`config.mk`:
```
export PLATFORM = sky130hd
export DESIGN_NAME = sacc_core
export DESIGN_NICKNAME = d
export VERILOG_FILES = /design/src/hw/sacc_pkg.sv /design/src/hw/sacc_core.sv /design/src/hw/sacc_timer.sv
export VERILOG_INCLUDE_DIRS = /design/src /design/src/hw
export SDC_FILE = /design/constraint.sdc
export NUM_CORES = 1
export LEC_CHECK = 0
export ABC_AREA = 1
export CAP_MARGIN = 20
export CORE_ASPECT_RATIO = 1.5
export CORE_UTILIZATION = 45
export DETAILED_ROUTE_END_ITERATION = 8
export DONT_BUFFER_PORTS = 1
export GPL_ROUTABILITY_DRIVEN = 1
export PLACE_DENSITY_LB_ADDON = 0.2
export SKIP_LAST_GASP = 1
export SLEW_MARGIN = 20
export SYNTH_ARGS = -nofsm -noshare
export SYNTH_HDL_FRONTEND = slang
export SYNTH_SLANG_ARGS = --single-unit
```
`constraint.sdc`:
```
create_clock -name i_clk -period 4.39 [get_ports i_clk]
set_clock_uncertainty 0.1 [all_clocks]
set_input_delay 0 -clock i_clk [delete_from_list [all_inputs] [get_ports i_clk]]
set_output_delay 0 -clock i_clk [all_outputs]
set_load 0.05 [all_outputs]
```
`src/hw/sacc_regs.svh`:
```
// Register offsets, field layouts, reset values and timing counts
`ifndef SACC_REGS_SVH
`define SACC_REGS_SVH

// ============================================================
// Register offsets
`define SACC_ADDR_PROX_GAIN 8'h0b
`define SACC_ADDR_PROX_MISC 8'h0c
`define SACC_ADDR_IR_INPUT 8'h0e
`define SACC_ADDR_AUX_INPUT 8'h0f
`define SACC_ADDR_VIS_REC 8'h10
`define SACC_ADDR_VIS_GAIN 8'h11
`define SACC_ADDR_STATUS 8'h13

// ============================================================
// Reset values
`define SACC_RST_PROX_GAIN 8'h00
`define SACC_RST_PROX_MISC 8'h04
`define SACC_RST_IR_INPUT 8'h00
`define SACC_RST_AUX_INPUT 8'h65
`define SACC_RST_VIS_REC 8'h70
`define SACC_RST_VIS_GAIN 8'h00

// ============================================================
// Writable bit masks
`define SACC_MASK_GAIN 8'h07
`define SACC_MASK_PROX_MISC 8'h24
`define SACC_MASK_VIS_REC 8'h70
`define SACC_MASK_FULL 8'hff

// ============================================================
// Field positions
`define SACC_GAIN_MSB 2
`define SACC_PROX_RANGE_BIT 5
`define SACC_PROX_MODE_BIT 2
`define SACC_VIS_REC_MSB 6
`define SACC_VIS_REC_LSB 4

// ============================================================
// Converter input codes
`define SACC_IN_SMALL_IR 8'h00
`define SACC_IN_VISIBLE 8'h02
`define SACC_IN_LARGE_IR 8'h03
`define SACC_IN_TEMP 8'h65
`define SACC_IN_VDD 8'h75

// ============================================================
// Timing
`define SACC_CLK_NS 4
`define SACC_ADC_CLK_NS 50
`define SACC_ADC_CLK_CYC ((`SACC_ADC_CLK_NS + `SACC_CLK_NS - 1) / `SACC_CLK_NS)
`define SACC_INTEG_ADC_CLKS 512

`endif

```
`src/hw/sacc_pkg.sv`:
```
// Types shared by the converter configuration block
package sacc_pkg;

  typedef enum logic [1:0] {
    SACC_PROX,
    SACC_VIS,
    SACC_IR,
    SACC_AUX
  } sacc_kind_t;

  typedef enum logic [1:0] {
    SACC_IDLE,
    SACC_RECOVER,
    SACC_CONVERT
  } sacc_state_t;

  typedef struct packed {
    logic [7:0] prox_gain;
    logic [7:0] prox_misc;
    logic [7:0] ir_input;
    logic [7:0] aux_input;
    logic [7:0] vis_rec;
    logic [7:0] vis_gain;
  } sacc_cfg_t;

  typedef struct packed {
    sacc_cfg_t cfg;
    sacc_state_t state;
    sacc_kind_t kind;
    logic [7:0] rdata;
    logic done;
    logic emit;
    logic integ;
    logic high_range;
    logic [7:0] adc_sel;
    logic [2:0] gain;
    logic tmr_start;
    logic [9:0] tmr_count;
  } sacc_core_st_t;

  typedef struct packed {
    logic running;
    logic [2:0] gain;
    logic [10:0] div;
    logic [9:0] ticks;
    logic tick;
    logic done;
  } sacc_tmr_st_t;

endpackage

```
`src/hw/sacc_core.sv`:
```
// Converter configuration registers and measurement sequencer
//
// Strobed register access was left to the implementer.
`timescale 1ns/100ps
`include "sacc_regs.svh"

module sacc_core
  import sacc_pkg::*;
#(
  parameter int INTEG_ADC_CLKS = `SACC_INTEG_ADC_CLKS,
  parameter int CNT_W = 10
) (
  input wire logic i_clk,
  input wire logic i_rstn,
  // Register port
  input wire logic [7:0] i_reg_addr,
  input wire logic [7:0] i_reg_wdata,
  input wire logic i_reg_we,
  input wire logic i_reg_re,
  output logic [7:0] o_reg_rdata,
  // Measurement request
  input wire logic i_meas_valid,
  input wire sacc_kind_t i_meas_kind,
  output logic o_meas_ready,
  output logic o_meas_done,
  // Converter front end
  output logic [7:0] o_adc_sel,
  output logic [2:0] o_adc_gain,
  output logic o_adc_integrate,
  output logic o_adc_tick,
  output logic o_high_range,
  output logic o_emitter_on,
  // Configuration views
  output logic [2:0] o_prox_gain_exponent,
  output logic o_prox_high_range,
  output logic o_prox_channel_mode,
  output logic [7:0] o_ambient_ir_input_select,
  output logic [7:0] o_auxiliary_input_select,
  output logic [2:0] o_visible_recovery_count,
  output logic [2:0] o_visible_gain_exponent
);

  sacc_core_st_t st_q;
  sacc_core_st_t st_d;
  logic tmr_busy;
  logic tmr_tick;
  logic tmr_done;

  localparam logic [CNT_W-1:0] INTEG_CNT = CNT_W'(INTEG_ADC_CLKS);

  // ============================================================
  // Helpers
  function automatic logic [CNT_W-1:0] rec_clks(input logic [2:0] code);
    logic [CNT_W-1:0] one;
    one = CNT_W'(1);
    if (code == 3'h0) begin
      rec_clks = one;
    end else begin
      rec_clks = (one << ({1'b0, code} + 4'h2)) - one;
    end
  endfunction

  function automatic sacc_cfg_t cfg_reset();
    sacc_cfg_t c;
    c.prox_gain = `SACC_RST_PROX_GAIN;
    c.prox_misc = `SACC_RST_PROX_MISC;
    c.ir_input = `SACC_RST_IR_INPUT;
    c.aux_input = `SACC_RST_AUX_INPUT;
    c.vis_rec = `SACC_RST_VIS_REC;
    c.vis_gain = `SACC_RST_VIS_GAIN;
    cfg_reset = c;
  endfunction

  localparam sacc_cfg_t CFG_RST = cfg_reset();

  function automatic logic [7:0] read_mux(
    input logic [7:0] addr,
    input sacc_cfg_t c,
    input logic [7:0] status
  );
    read_mux = 8'h00;
    unique case (addr)
      `SACC_ADDR_PROX_GAIN: read_mux = c.prox_gain;
      `SACC_ADDR_PROX_MISC: read_mux = c.prox_misc;
      `SACC_ADDR_IR_INPUT: read_mux = c.ir_input;
      `SACC_ADDR_AUX_INPUT: read_mux = c.aux_input;
      `SACC_ADDR_VIS_REC: read_mux = c.vis_rec;
      `SACC_ADDR_VIS_GAIN: read_mux = c.vis_gain;
      `SACC_ADDR_STATUS: read_mux = status;
      default: read_mux = 8'h00;
    endcase
  endfunction

  // ============================================================
  // Converter clock timer
  sacc_timer #(
    .DIV_W(11),
    .CNT_W(CNT_W)
  ) u_timer (
    .i_clk(i_clk),
    .i_rstn(i_rstn),
    .i_start(st_q.tmr_start),
    .i_gain(st_q.gain),
    .i_count(st_q.tmr_count),
    .o_busy(tmr_busy),
    .o_tick(tmr_tick),
    .o_done(tmr_done)
  );

  // ============================================================
  // Next state
  always_comb begin
    logic [7:0] status;
    status = {5'h00, st_q.emit, st_q.integ,
      (st_q.state != SACC_IDLE) || tmr_busy};
    st_d = st_q;
    st_d.done = 1'b0;
    st_d.tmr_start = 1'b0;

    // Register writes, reserved bits masked
    if (i_reg_we) begin
      unique case (i_reg_addr)
        `SACC_ADDR_PROX_GAIN: begin
          st_d.cfg.prox_gain = i_reg_wdata & `SACC_MASK_GAIN;
        end
        `SACC_ADDR_PROX_MISC: begin
          st_d.cfg.prox_misc = i_reg_wdata & `SACC_MASK_PROX_MISC;
        end
        `SACC_ADDR_IR_INPUT: begin
          st_d.cfg.ir_input = i_reg_wdata & `SACC_MASK_FULL;
        end
        `SACC_ADDR_AUX_INPUT: begin
          st_d.cfg.aux_input = i_reg_wdata & `SACC_MASK_FULL;
        end
        `SACC_ADDR_VIS_REC: begin
          st_d.cfg.vis_rec = i_reg_wdata & `SACC_MASK_VIS_REC;
        end
        `SACC_ADDR_VIS_GAIN: begin
          st_d.cfg.vis_gain = i_reg_wdata & `SACC_MASK_GAIN;
        end
        default: begin
        end
      endcase
    end

    // Read data, valid the cycle after the strobe
    if (i_reg_re) begin
      st_d.rdata = read_mux(i_reg_addr, st_q.cfg, status);
    end else begin
      st_d.rdata = 8'h00;
    end

    // Measurement sequencer
    unique case (st_q.state)
      SACC_IDLE: begin
        if (i_meas_valid) begin
          st_d.kind = i_meas_kind;
          st_d.tmr_start = 1'b1;
          st_d.tmr_count = INTEG_CNT;
          st_d.high_range = 1'b0;
          st_d.emit = 1'b0;
          unique case (i_meas_kind)
            SACC_PROX: begin
              st_d.gain = st_q.cfg.prox_gain[`SACC_GAIN_MSB:0];
              st_d.adc_sel = `SACC_IN_LARGE_IR;
              st_d.high_range =
                st_q.cfg.prox_misc[`SACC_PROX_RANGE_BIT];
              st_d.emit =
                st_q.cfg.prox_misc[`SACC_PROX_MODE_BIT];
              st_d.integ = 1'b1;
              st_d.state = SACC_CONVERT;
            end
            SACC_VIS: begin
              st_d.gain = st_q.cfg.vis_gain[`SACC_GAIN_MSB:0];
              st_d.adc_sel = `SACC_IN_VISIBLE;
              st_d.tmr_count = rec_clks(
                st_q.cfg.vis_rec[`SACC_VIS_REC_MSB:`SACC_VIS_REC_LSB]);
              st_d.state = SACC_RECOVER;
            end
            SACC_IR: begin
              st_d.gain = 3'h0;
              st_d.adc_sel = st_q.cfg.ir_input;
              st_d.integ = 1'b1;
              st_d.state = SACC_CONVERT;
            end
            SACC_AUX: begin
              st_d.gain = 3'h0;
              st_d.adc_sel = st_q.cfg.aux_input;
              st_d.integ = 1'b1;
              st_d.state = SACC_CONVERT;
            end
          endcase
        end
      end
      SACC_RECOVER: begin
        if (tmr_done) begin
          st_d.tmr_start = 1'b1;
          st_d.tmr_count = INTEG_CNT;
          st_d.integ = 1'b1;
          st_d.state = SACC_CONVERT;
        end
      end
      SACC_CONVERT: begin
        if (tmr_done) begin
          st_d.integ = 1'b0;
          st_d.emit = 1'b0;
          st_d.high_range = 1'b0;
          st_d.done = 1'b1;
          st_d.state = SACC_IDLE;
        end
      end
    endcase
  end

  // ============================================================
  // State register
  always_ff @(posedge i_clk or negedge i_rstn) begin
    if (!i_rstn) begin
      st_q <= '0;
      st_q.cfg <= CFG_RST;
      st_q.state <= SACC_IDLE;
      st_q.kind <= SACC_PROX;
    end else begin
      st_q <= st_d;
    end
  end

  // ============================================================
  // Outputs
  assign o_reg_rdata = st_q.rdata;
  assign o_meas_ready = (st_q.state == SACC_IDLE);
  assign o_meas_done = st_q.done;
  assign o_adc_sel = st_q.adc_sel;
  assign o_adc_gain = st_q.gain;
  assign o_adc_integrate = st_q.integ;
  assign o_adc_tick = tmr_tick;
  assign o_high_range = st_q.high_range;
  assign o_emitter_on = st_q.emit & st_q.integ;
  assign o_prox_gain_exponent = st_q.cfg.prox_gain[`SACC_GAIN_MSB:0];
  assign o_prox_high_range = st_q.cfg.prox_misc[`SACC_PROX_RANGE_BIT];
  assign o_prox_channel_mode = st_q.cfg.prox_misc[`SACC_PROX_MODE_BIT];
  assign o_ambient_ir_input_select = st_q.cfg.ir_input;
  assign o_auxiliary_input_select = st_q.cfg.aux_input;
  assign o_visible_recovery_count =
    st_q.cfg.vis_rec[`SACC_VIS_REC_MSB:`SACC_VIS_REC_LSB];
  assign o_visible_gain_exponent = st_q.cfg.vis_gain[`SACC_GAIN_MSB:0];

endmodule

```
`src/hw/sacc_timer.sv`:
```
// Converter clock divider and tick counter
`timescale 1ns/100ps
`include "sacc_regs.svh"

module sacc_timer
  import sacc_pkg::*;
#(
  parameter int DIV_W = 11,
  parameter int CNT_W = 10
) (
  input wire logic i_clk,
  input wire logic i_rstn,
  input wire logic i_start,
  input wire logic [2:0] i_gain,
  input wire logic [CNT_W-1:0] i_count,
  output logic o_busy,
  output logic o_tick,
  output logic o_done
);

  sacc_tmr_st_t st_q;
  sacc_tmr_st_t st_d;

  // ============================================================
  // Cycles per converter clock, scaled by the gain exponent
  function automatic logic [DIV_W-1:0] tick_len(input logic [2:0] gain);
    logic [DIV_W-1:0] base;
    base = DIV_W'(`SACC_ADC_CLK_CYC);
    tick_len = base << gain;
  endfunction

  // ============================================================
  // Next state
  always_comb begin
    st_d = st_q;
    st_d.tick = 1'b0;
    st_d.done = 1'b0;
    if (i_start) begin
      st_d.running = 1'b1;
      st_d.gain = i_gain;
      st_d.div = tick_len(i_gain) - DIV_W'(1);
      st_d.ticks = (i_count == '0) ? CNT_W'(1) : i_count;
    end else if (st_q.running) begin
      if (st_q.div == '0) begin
        st_d.tick = 1'b1;
        st_d.div = tick_len(st_q.gain) - DIV_W'(1);
        if (st_q.ticks == CNT_W'(1)) begin
          st_d.running = 1'b0;
          st_d.done = 1'b1;
        end else begin
          st_d.ticks = st_q.ticks - CNT_W'(1);
        end
      end else begin
        st_d.div = st_q.div - DIV_W'(1);
      end
    end
  end

  always_ff @(posedge i_clk or negedge i_rstn) begin
    if (!i_rstn) begin
      st_q <= '0;
    end else begin
      st_q <= st_d;
    end
  end

  assign o_busy = st_q.running;
  assign o_tick = st_q.tick;
  assign o_done = st_q.done;

endmodule

```
==> results of run 1 <==
## cells by family (layout without fill, tap and decap cells)
logic type                 after synthesis  after routing  share of synthesized area (%)
and+or+nand+nor                        306            306                           23.9
DFF                                     90             90                           40.7
buffers and inverters                  169            150                           15.5
xor gates and xnor gates                11             11                           1.73
AOI/OAI and AO/OA                      137            137                           14.4
adders and majority gates               17             17                           3.83
## power breakdown
part | internal (µW) | switching [µW] | leakage, µW
Combinational | 33.5 | 59.1 | 0.00154
Sequential | 845 | 63.5 | 0.00111
Clock | 475 | 319 | 0.000150
Total | 1350 | 442 | 0.00280
## metal layers
layer / routed length [µm] / up-vias / share of wire [%]
li1: - / 2295 / -
met2: 7650 / 110 / 55
met5: 0 / - / 0
met1: 5300 / 2184 / 38
met3: 475 / 26 / 3.4
met4: 454 / 0 / 3.3
## synth_stat cells (8+ instances only)
library cell    n
nor2_1         68
o22ai_1        20
nor3_1         10
nand2_1       150
a21oi_1        23
dfrtp_1        82
buf_4          48
ha_1           17
nand3_1        50
inv_1         100
dfstp_2         8
o21ai_0        59
## flip-flops by register name (all words and copies together), names as in the netlist, 3 cells and up
register	flops
st_q	14
o_visible_recovery_count	3
o_visible_gain_exponent	3
o_reg_rdata	8
o_adc_sel	8
o_ambient_ir_input_select	8
u_timer.st_q	24
o_auxiliary_input_select	8
o_adc_gain	3
o_prox_gain_exponent	3
## worst paths after layout
kind | endpoint | slack, ps | depth (start not counted)
max in group asynchronous | o_visible_recovery_count[0] | 3660 | 2
hold / removal | o_prox_channel_mode | 10 | 6
setup / recovery | o_adc_sel[6] | 1640 | 7
hold reg to reg | u_timer.st_q[19] | 410 | 2
setup reg to reg | o_adc_sel[6] | 1640 | 7
min in group asynchronous | o_auxiliary_input_select[7] | 120 | 2
## worst reg2reg max path, delay by kind of cell, from the launching register on
family | cells | cell delay [ps]
buf+inv | 3 | 1030
fa+ha+maj | 1 | 560
simple gates | 2 | 430
flops | 1 | 400
compound gates | 1 | 180
## repair_timing
action | 4_1_cts | 5_1_grt
buffers inserted | 0 | 0
endpoints found under the hold margin | 140 | 0
hold buffers | 25 | 0
## final cells by class
class	instances	area share, %
inverters	109	7.00
well taps	153	3.26
flip-flops and latches	90	38.5
clock buffers	13	4.43
repair buffers	25	4.56
multi-input cells	471	41.5
clock inverters	3	0.809
## per-stage QoR
step           area, µm²  hold slack [ps]  power [µW]  util [%]  setup WS (ps)
2_1_floorplan       5560             -396         979         -           2260
3_3_place_gp        5300             -392         977      44.1           1730
3_5_place_dp        5300             -392         978      44.1           1660
4_1_cts             5880             9.57        1810      48.9           1640
5_1_grt             5880             57.3        1850      48.9           1360
6_report            5880             13.6        1790      48.9           1640
==> impl.org, run 1 <==
** Layout
- Most common library cell in the layout ignoring fill and taps :: nand2_1
- The area growth from synthesis to layout is 5.74%.
- Filler Cell Count :: 1228
- Area taken by flip-flops and latches :: 2260 µm²
- Final net count :: 746
- Of the cells placed in the final design, the portion with a size suffix greater than 1 is 7.17%.
- Leaving out fill and tap cells, the most frequent cells in the layout are 150 x nand2_1, 100 x inv_1, 82 x dfrtp_1, 68 x nor2_1, 59 x o21ai_0.
- Area of the multi-input gates :: 2440 µm²
- 0 antenna diodes ended up in the layout.
- Number of standard cells in the layout, taps in and fillers out :: 864

** Setup path
- Counting both buffers and inverters, the worst setup path holds a total of 3.
- Type of element launching the critical path :: register
- Setup crit start :: st_q[37]
- For the worst setup path, the data required time is 4570 ps.
- The signal on the critical path passes through inv_1 -> ha_1 -> nand2_1 -> clkinv_1 -> nor2_1 -> a31oi_1 -> dlygate4sd3_1.
- Endpoint kind of the worst setup timing path :: register
- Worst setup path class :: register to register
- The worst register-to-register path begins at st_q[37].
- Delay of the slowest cell on the worst path :: 570 ps
- STA puts the critical path data arrival time at 2930 ps.
- For this design, the slowest cell found on the critical path is dlygate4sd3_1.
- Highest net fanout along the worst path :: 19
- Cell class contributing the biggest share of worst-path delay :: buffers and inverters

** Drt
- In the routed design, unresolved DRC markers number 0.
- After the first detailed-routing iteration, the DRC count stood at 194.
- The first detailed-routing pass ran for 4 iterations.
- The count of nets left with antenna violations once routing finished came out at 0.
- WL per Instance :: 16.1 µm
- The routed layout has 4615 vias.
- In the routed layout, each cell is associated on average with a via count of 5.34.
- Total wire length :: 13.9 mm

** Power
- VDD sags by at most 0.000226 V.
- For this design the static power due to leakage is 0.00280 µW.
- Power density over the cells :: 305 nW/µm²

** CTS
- Cell at the root of the clock tree :: clkbuf_16
- In this run, CTS created clock tree buffers numbering 9.
- Clock latency on the worst-skew pair, taken at its later pin, is 340 ps.
- Maximum clock path buffer count :: 2
- TritonCTS built the clock tree.
- After clock tree synthesis, the clock-pin slew on the worst setup and hold paths is 60 ps.
- CTS sink cnt :: 90
- Post-CTS Resized :: 0
- Number of levels in the clock H-tree :: 3

** Status
- Outcome :: complete, no violations

** Place
- Placer's final routability congestion estimate :: 0.885
- Counting tap cells, the placed design contains a total of 823 instances.
- In this run the tool buffered the top-level ports with 0 buffer cells.
- The wire-length estimate of the detail-placed layout is 10.4 mm.

** STA
- At the pin with the least slew margin, the transition time is 818 ps.
- Dividing the final minimum period by the clock period gives 62.5%.
- Sum of negative setup slack :: 0 ps
- Relative max-transition margin :: 45.5%
- Based on the critical path, the design can be clocked at up to 0.364 GHz.
- Setup repair after global routing left no endpoint under its margin.
- After layout, the minimum clock period comes to 2750 ps.
- Setup violations remaining at the end of the flow were counted as 0.
- Max Transition Viols Final :: 0
- Count of endpoints failing hold in the final timing report :: 0

** Floorplanning
- X dimension of the die :: 92.8 µm
- Num ports :: 75
- The region available for standard cell placement spans 12000 µm².
- Num rows :: 49
- Measured along the y axis, the die boundary spans 138 µm.
- The die covers 12800 µm².
- Starting density of the core :: 46.3%

** Global routing
- Entering global routing, the biggest net connects 91 pins.
- Global-route track usage on met1 :: 24.9%
- Fraction of met3 tracks used by global routing :: 3.91%
- First-pass GRT wire length :: 23.1 mm
- For this run the aggregate overflow at the end of global routing stands at 0.
- Number of antenna violations at the first check in global routing :: 0
- The via count of the first global-routing pass was 4760.
- After global routing, the most crowded layer is met2.
- Global routing used 42.5% of the available met2 tracks.
- For this run, the total global-route usage over all layers was measured as 23.1%.

** Logic synthesis
- For this run, the leading register cell type out of synthesis is dfrtp_1.
- Yosys top cell area share :: 36.9%
- Cell count after synthesis :: 730
- Biggest area contributors in the synthesized netlist :: dfrtp_1 37%, nand2_1 10%, inv_1 6.8%, buf_4 6.5%, o21ai_0 5.3%
- Sequential elements use 40.7% of the synthesized area.
- Yosys mapped a number of flops with a built-in enable equal to 0.
- Most area-hungry cell type in the Yosys netlist :: dfrtp_1
- Counting every net in the synthesized netlist gives 770.
- Mean instance size in the synthesized netlist :: 7.62 µm²
- Count of state elements after synthesis :: 90
- The synthesized netlist occupies a cell area of 5560 µm².
- Post-synthesis cell type count :: 45
- Async S/R FF share, synth :: 100%
- Total of warnings raised by yosys :: 0

** Flow run
- The tool flagged a number of max-cap violations equal to 0.

** Hold path
- In this run the most critical hold path is launched from i_reg_addr[2].
- Path class of the lowest-slack min-delay path :: input port to register
(Power assumes the default switching activity.)
==> run 2, diff against run 1 <==
--- a/config.mk
+++ b/config.mk
@@ -6,7 +6,7 @@
 export SDC_FILE = /design/constraint.sdc
 export NUM_CORES = 1
 export LEC_CHECK = 0
-export ABC_AREA = 1
+export ABC_AREA = 0
 export CAP_MARGIN = 20
 export CORE_ASPECT_RATIO = 1.5
 export CORE_UTILIZATION = 45
==> constraint.sdc (replaced) <==
create_clock -name i_clk -period 2.4 [get_ports i_clk]
set_clock_uncertainty 0.1 [all_clocks]
set_input_delay 0 -clock i_clk [delete_from_list [all_inputs] [get_ports i_clk]]
set_output_delay 0 -clock i_clk [all_outputs]
set_load 0.05 [all_outputs]
==> run 2 against run 1 <==
Compared with the run above: cell count decreased by 13%; sequential cell count unchanged; sequential power increased by 140%; wire length increased by 1.5%; critical path depth unchanged; via count decreased by 2.4%; combinational power increased to 18 times the previous value; hold slack improved by 9.7 ps; setup slack got worse by 1500 ps; sequential share of layout area decreased by 2.0 points; count of clock-buffer cells in the layout decreased by 1; critical endpoint is now u_timer.st_q[20]; critical path type unchanged; total power increased to 3.0 times the previous value.
==> impl.org, run 2 <==
** Layout
- Design Area, Final :: 6200 µm² (was 5880 µm²)
- Filler Cell Count :: 1152 (was 1228)
- The number of nets in the final layout came to 631 (was 746).
- Most frequent cells in the layout: 82 x dfrtp_1, 56 x nand2_1, 49 x o21ai_0, 38 x nor2_1, 30 x dlygate4sd3_1 (was 150 x nand2_1, 100 x inv_1, 82 x dfrtp_1, 68 x nor2_1, 59 x o21ai_0).
- The final core utilization came to 51.6% (was 48.9%).
- Max reg flops :: 24 (unchanged)
- The total inserted antenna cells is 0 (unchanged).
- Registers with the highest flip-flop counts :: u_timer.st_q: 24 flops, st_q: 14 flops (unchanged)
- The leading cell type in the layout, fill and taps excluded was dfrtp_1 (was nand2_1).
- Number of standard cells in the layout, taps in and fillers out :: 749 (was 864)
- The layout cell share with drive strength beyond 1 came to 18.1% (was 7.17%).
- Area Overhead vs Synth :: 11.3% (was 5.74%)
- Top reg by flops :: u_timer.st_q (unchanged)

** Place
- The cell area reported after detailed placement is 5530 µm² (was 5300 µm²).
- The final weighted congestion of routability-driven global placement is 0.856 (was 0.885).
- Buffers added on ports :: 0 (unchanged)
- The detailed-placement wirelength estimate came to 10.2 mm (was 10.4 mm).
- The number of placed instances with taps included came to 702 (was 823).

** Floorplanning
- The full die area was 12800 µm² (about the same).
- The die width is 92.8 µm (about the same).
- Die Height :: 138 µm (about the same)
- The count of standard-cell rows came to 49 (unchanged).
- Starting density of the core :: 46.3% (about the same)
- Placeable core area :: 12000 µm² (unchanged)
- The number of top-level pins came to 75 (unchanged).

** Global routing
- Total global routing track utilization :: 23.1% (about the same)
- The global-route track usage on met3 was 4.84% (was 3.91%).
- The met1 track demand over resource came to 25.7% (was 24.9%).
- The pin count of the biggest net entering global routing is 91 (unchanged).
- Global-route track usage on met2 :: 40.8% (was 42.5%)
- The wire length of the first global-routing pass was 23.5 mm (was 23.1 mm).
- The via count of the first global-routing pass is 4676 (was 4760).
- The final global-route overflow total is 0 (unchanged).
- Number of antenna violations at the first check in global routing :: 0 (unchanged)
- The most congested layer reported by global routing is met2 (unchanged).

** Status
- Outcome :: complete, no violations (unchanged)

** Drt
- The post-detailed-routing wire length is 14.1 mm (was 13.9 mm).
- Via Count :: 4503 (was 4615)
- WL per Instance :: 18.8 µm (was 16.1 µm)
- Total iterations of the first detailed-routing run :: 5 (was 4)
- The remaining number of nets flagged by the antenna check after routing came to 0 (unchanged).
- The violation count after the first detailed-routing iteration was 303 (was 194).
- Number of remaining DRC errors :: 0 (unchanged)
- The vias per cell was 6.01 (was 5.34).

** STA
- Maximum frequency from static timing analysis :: 0.435 GHz (was 0.364 GHz)
- The final-report max-slew violation count was 0 (unchanged).
- The shortest period the worst path allows came to 2300 ps (was 2750 ps).
- Relative max-transition margin :: 43.3% (was 45.5%)
- Number of setup violations in the final report :: 0 (unchanged)
- The worst-margin pin slew came to 848 ps (was 818 ps).
- The final worst-path cycle share is 95.7% (was 62.5%).
- The count of endpoints failing hold in the final timing report is 0 (unchanged).
- Setup repair after global routing missed its margin :: false (unchanged)

** Logic synthesis
- The count of flip-flops with a built-in enable after synthesis is 0 (unchanged).
- Part of the Yosys area used for sequential elements :: 40.6% (was 40.7%)
- Cell count after synthesis :: 589 (was 730)
- The dominant cell type by area after synthesis was dfrtp_1 (unchanged).
- The dominant synthesized flop cell is dfrtp_1 (unchanged).
- Total of warnings raised by yosys :: 0 (unchanged)
- Yosys top cell area share :: 36.9% (about the same)
- The register bit total from synthesis is 90 (unchanged).
- The netlist area before placement is 5570 µm² (was 5560 µm²).
- The library cell with the highest instance count after synthesis was dfrtp_1 (was nand2_1).
- The unique cell type count in the Yosys netlist was 77 (was 45).
- Async S/R FF share, synth :: 100% (unchanged)
- The net count of the mapped netlist was 629 (was 770).
- Most used standard cells in the synthesized netlist :: 82 x dfrtp_1, 56 x nand2_1, 49 x o21ai_0, 45 x buf_4, 38 x nor2_1 (was 150 x nand2_1, 100 x inv_1, 82 x dfrtp_1, 68 x nor2_1, 59 x o21ai_0)
- The synthesized area divided by synthesized cell count was 9.45 µm² (was 7.62 µm²).
- Biggest area contributors in the synthesized netlist :: dfrtp_1 37%, buf_4 6.1%, mux2_2 5.7%, o21ai_0 4.4%, ha_1 3.8% (was dfrtp_1 37%, nand2_1 10%, inv_1 6.8%, buf_4 6.5%, o21ai_0 5.3%)

** CTS
- The total number of H-tree levels came to 3 (unchanged).
- Cell at the root of the clock tree :: clkbuf_16 (unchanged)
- Number of buffers added for setup after CTS :: 0 (unchanged)
- Clock tree from TritonCTS :: built (unchanged)
- The clock sink total came to 90 (unchanged).
- Clock insertion delay at the later pin of the skew report :: 340 ps (about the same)
- Clock-pin slew on the worst setup and hold paths :: 60 ps (about the same)
- Total clock buffers created by CTS :: 9 (unchanged)
- The clock tree buffer depth was 2 (unchanged).

** Power
- Power density over the cells :: 862 nW/µm² (was 305 nW/µm²)
- Worst VDD drop :: 0.000503 V (was 0.000226 V)
- Pleak :: 0.00265 µW (was 0.00280 µW)

** Setup path
- Crit path required time :: 2530 ps (was 4570 ps)
- The capturing element type of the critical path is a register (unchanged).
- The critical path launch point type is a register (unchanged).
- The classification of the worst setup path was register to register (unchanged).
- The biggest fanout along the worst timing path came to 6 (was 19).
- The number of cell instances on the worst register-to-register path was 7 (unchanged).
- Critical Path AT :: 2420 ps (was 2930 ps)

** Hold path
- Path class of the lowest-slack min-delay path :: input port to register (unchanged)
- The number of cells on the worst hold path was 4 (was 6).

** Flow run
- The number of maximum-capacitance constraint violations came to 0 (unchanged).
==> run 2: cell count changes in the layout (fill, tap and decap cells not counted), moves of 8 or more <==
cell,delta
a22o_1,+12
and2_1,+8
buf_4,+29
inv_1,-76
mux2_2,+28
mux2i_1,+14
nand2_1,-94
nand3_1,-40
nor2_1,-30
o21ai_0,-10
o22ai_1,-19
==> run 2: final cells by class <==
class | instances | area, µm² | area share (%)
well taps | 153 | 191 | 3.09
inverters | 24 | 90.1 | 1.45
multi-input cells | 406 | 2790 | 45.1
flip-flops and latches | 90 | 2260 | 36.5
repair buffers | 60 | 546 | 8.80
clock inverters | 4 | 57.6 | 0.929
clock buffers | 12 | 256 | 4.14
==> run 2: worst paths after layout <==
| kind | start | endpoint | slack, ps |
|---|---|---|---|
| setup / recovery | u_timer.st_q[23] | u_timer.st_q[20] | 100 |
| hold / removal | i_reg_addr[0] | o_reg_rdata[0] | 20 |
| setup reg to reg | u_timer.st_q[23] | u_timer.st_q[20] | 100 |
| hold reg to reg | st_q[1] | st_q[1] | 400 |
| max in group asynchronous | i_rstn | o_visible_recovery_count[2] | 1680 |
| min in group asynchronous | i_rstn | u_timer.st_q[15] | 140 |
==> run 2: what timing repair did <==
action                                 CTS  global route
setup endpoints to repair                1             3
resized for setup                        1             5
gates cloned                             0             0
hold buffers                            31             0
endpoints found under the hold margin  143             0
==> run 2: logic make-up after synthesis <==
group | Yosys count | share of synthesized area (%)
adder cells (fa/ha/maj) | 17 | 3.82
flip-flops | 90 | 40.6
XOR/XNOR | 6 | 0.944
buffers and inverters | 93 | 9.64
multiplexers | 43 | 8.38
AND/OR/NAND/NOR | 188 | 18.1
AO/OA/AOI/OAI | 152 | 18.4
==> run 2: worst max-delay path: stages, from the launching register on <==
cell	delay, ps
dfrtp_1	460
inv_1	90
ha_1	350
and3b_1	260
a22o_1	150
o2111ai_2	190
o41a_1	410
o21a_1	180
==> run 2: metrics by stage <==
step                setup TNS (ps)  total power, µW  setup slack, ps  hold slack, ps
global placement                 0             3750              130            -392
CTS                              0             5360             42.1            14.0
detailed placement           -1.96             3770            -1.96            -392
finish                           0             5340              102            23.4
global route                     0             5650             3.41            43.8
floorplan                        0             3370             14.2            -396
==> run 2: power breakdown <==
part           total (µW)  leakage [µW]  internal, µW  switching (µW)
logic                1700       0.00132           698            1000
registers            2160       0.00118          1730             430
clock network        1480      0.000151           876             601
==> run 2: per-layer routing <==
layer  vias up  part of all wire (%)
li1       2097                     -
met1      2190                    37
met2       179                    53
met3        37                   6.1
met4         0                   3.6
met5         -                     0
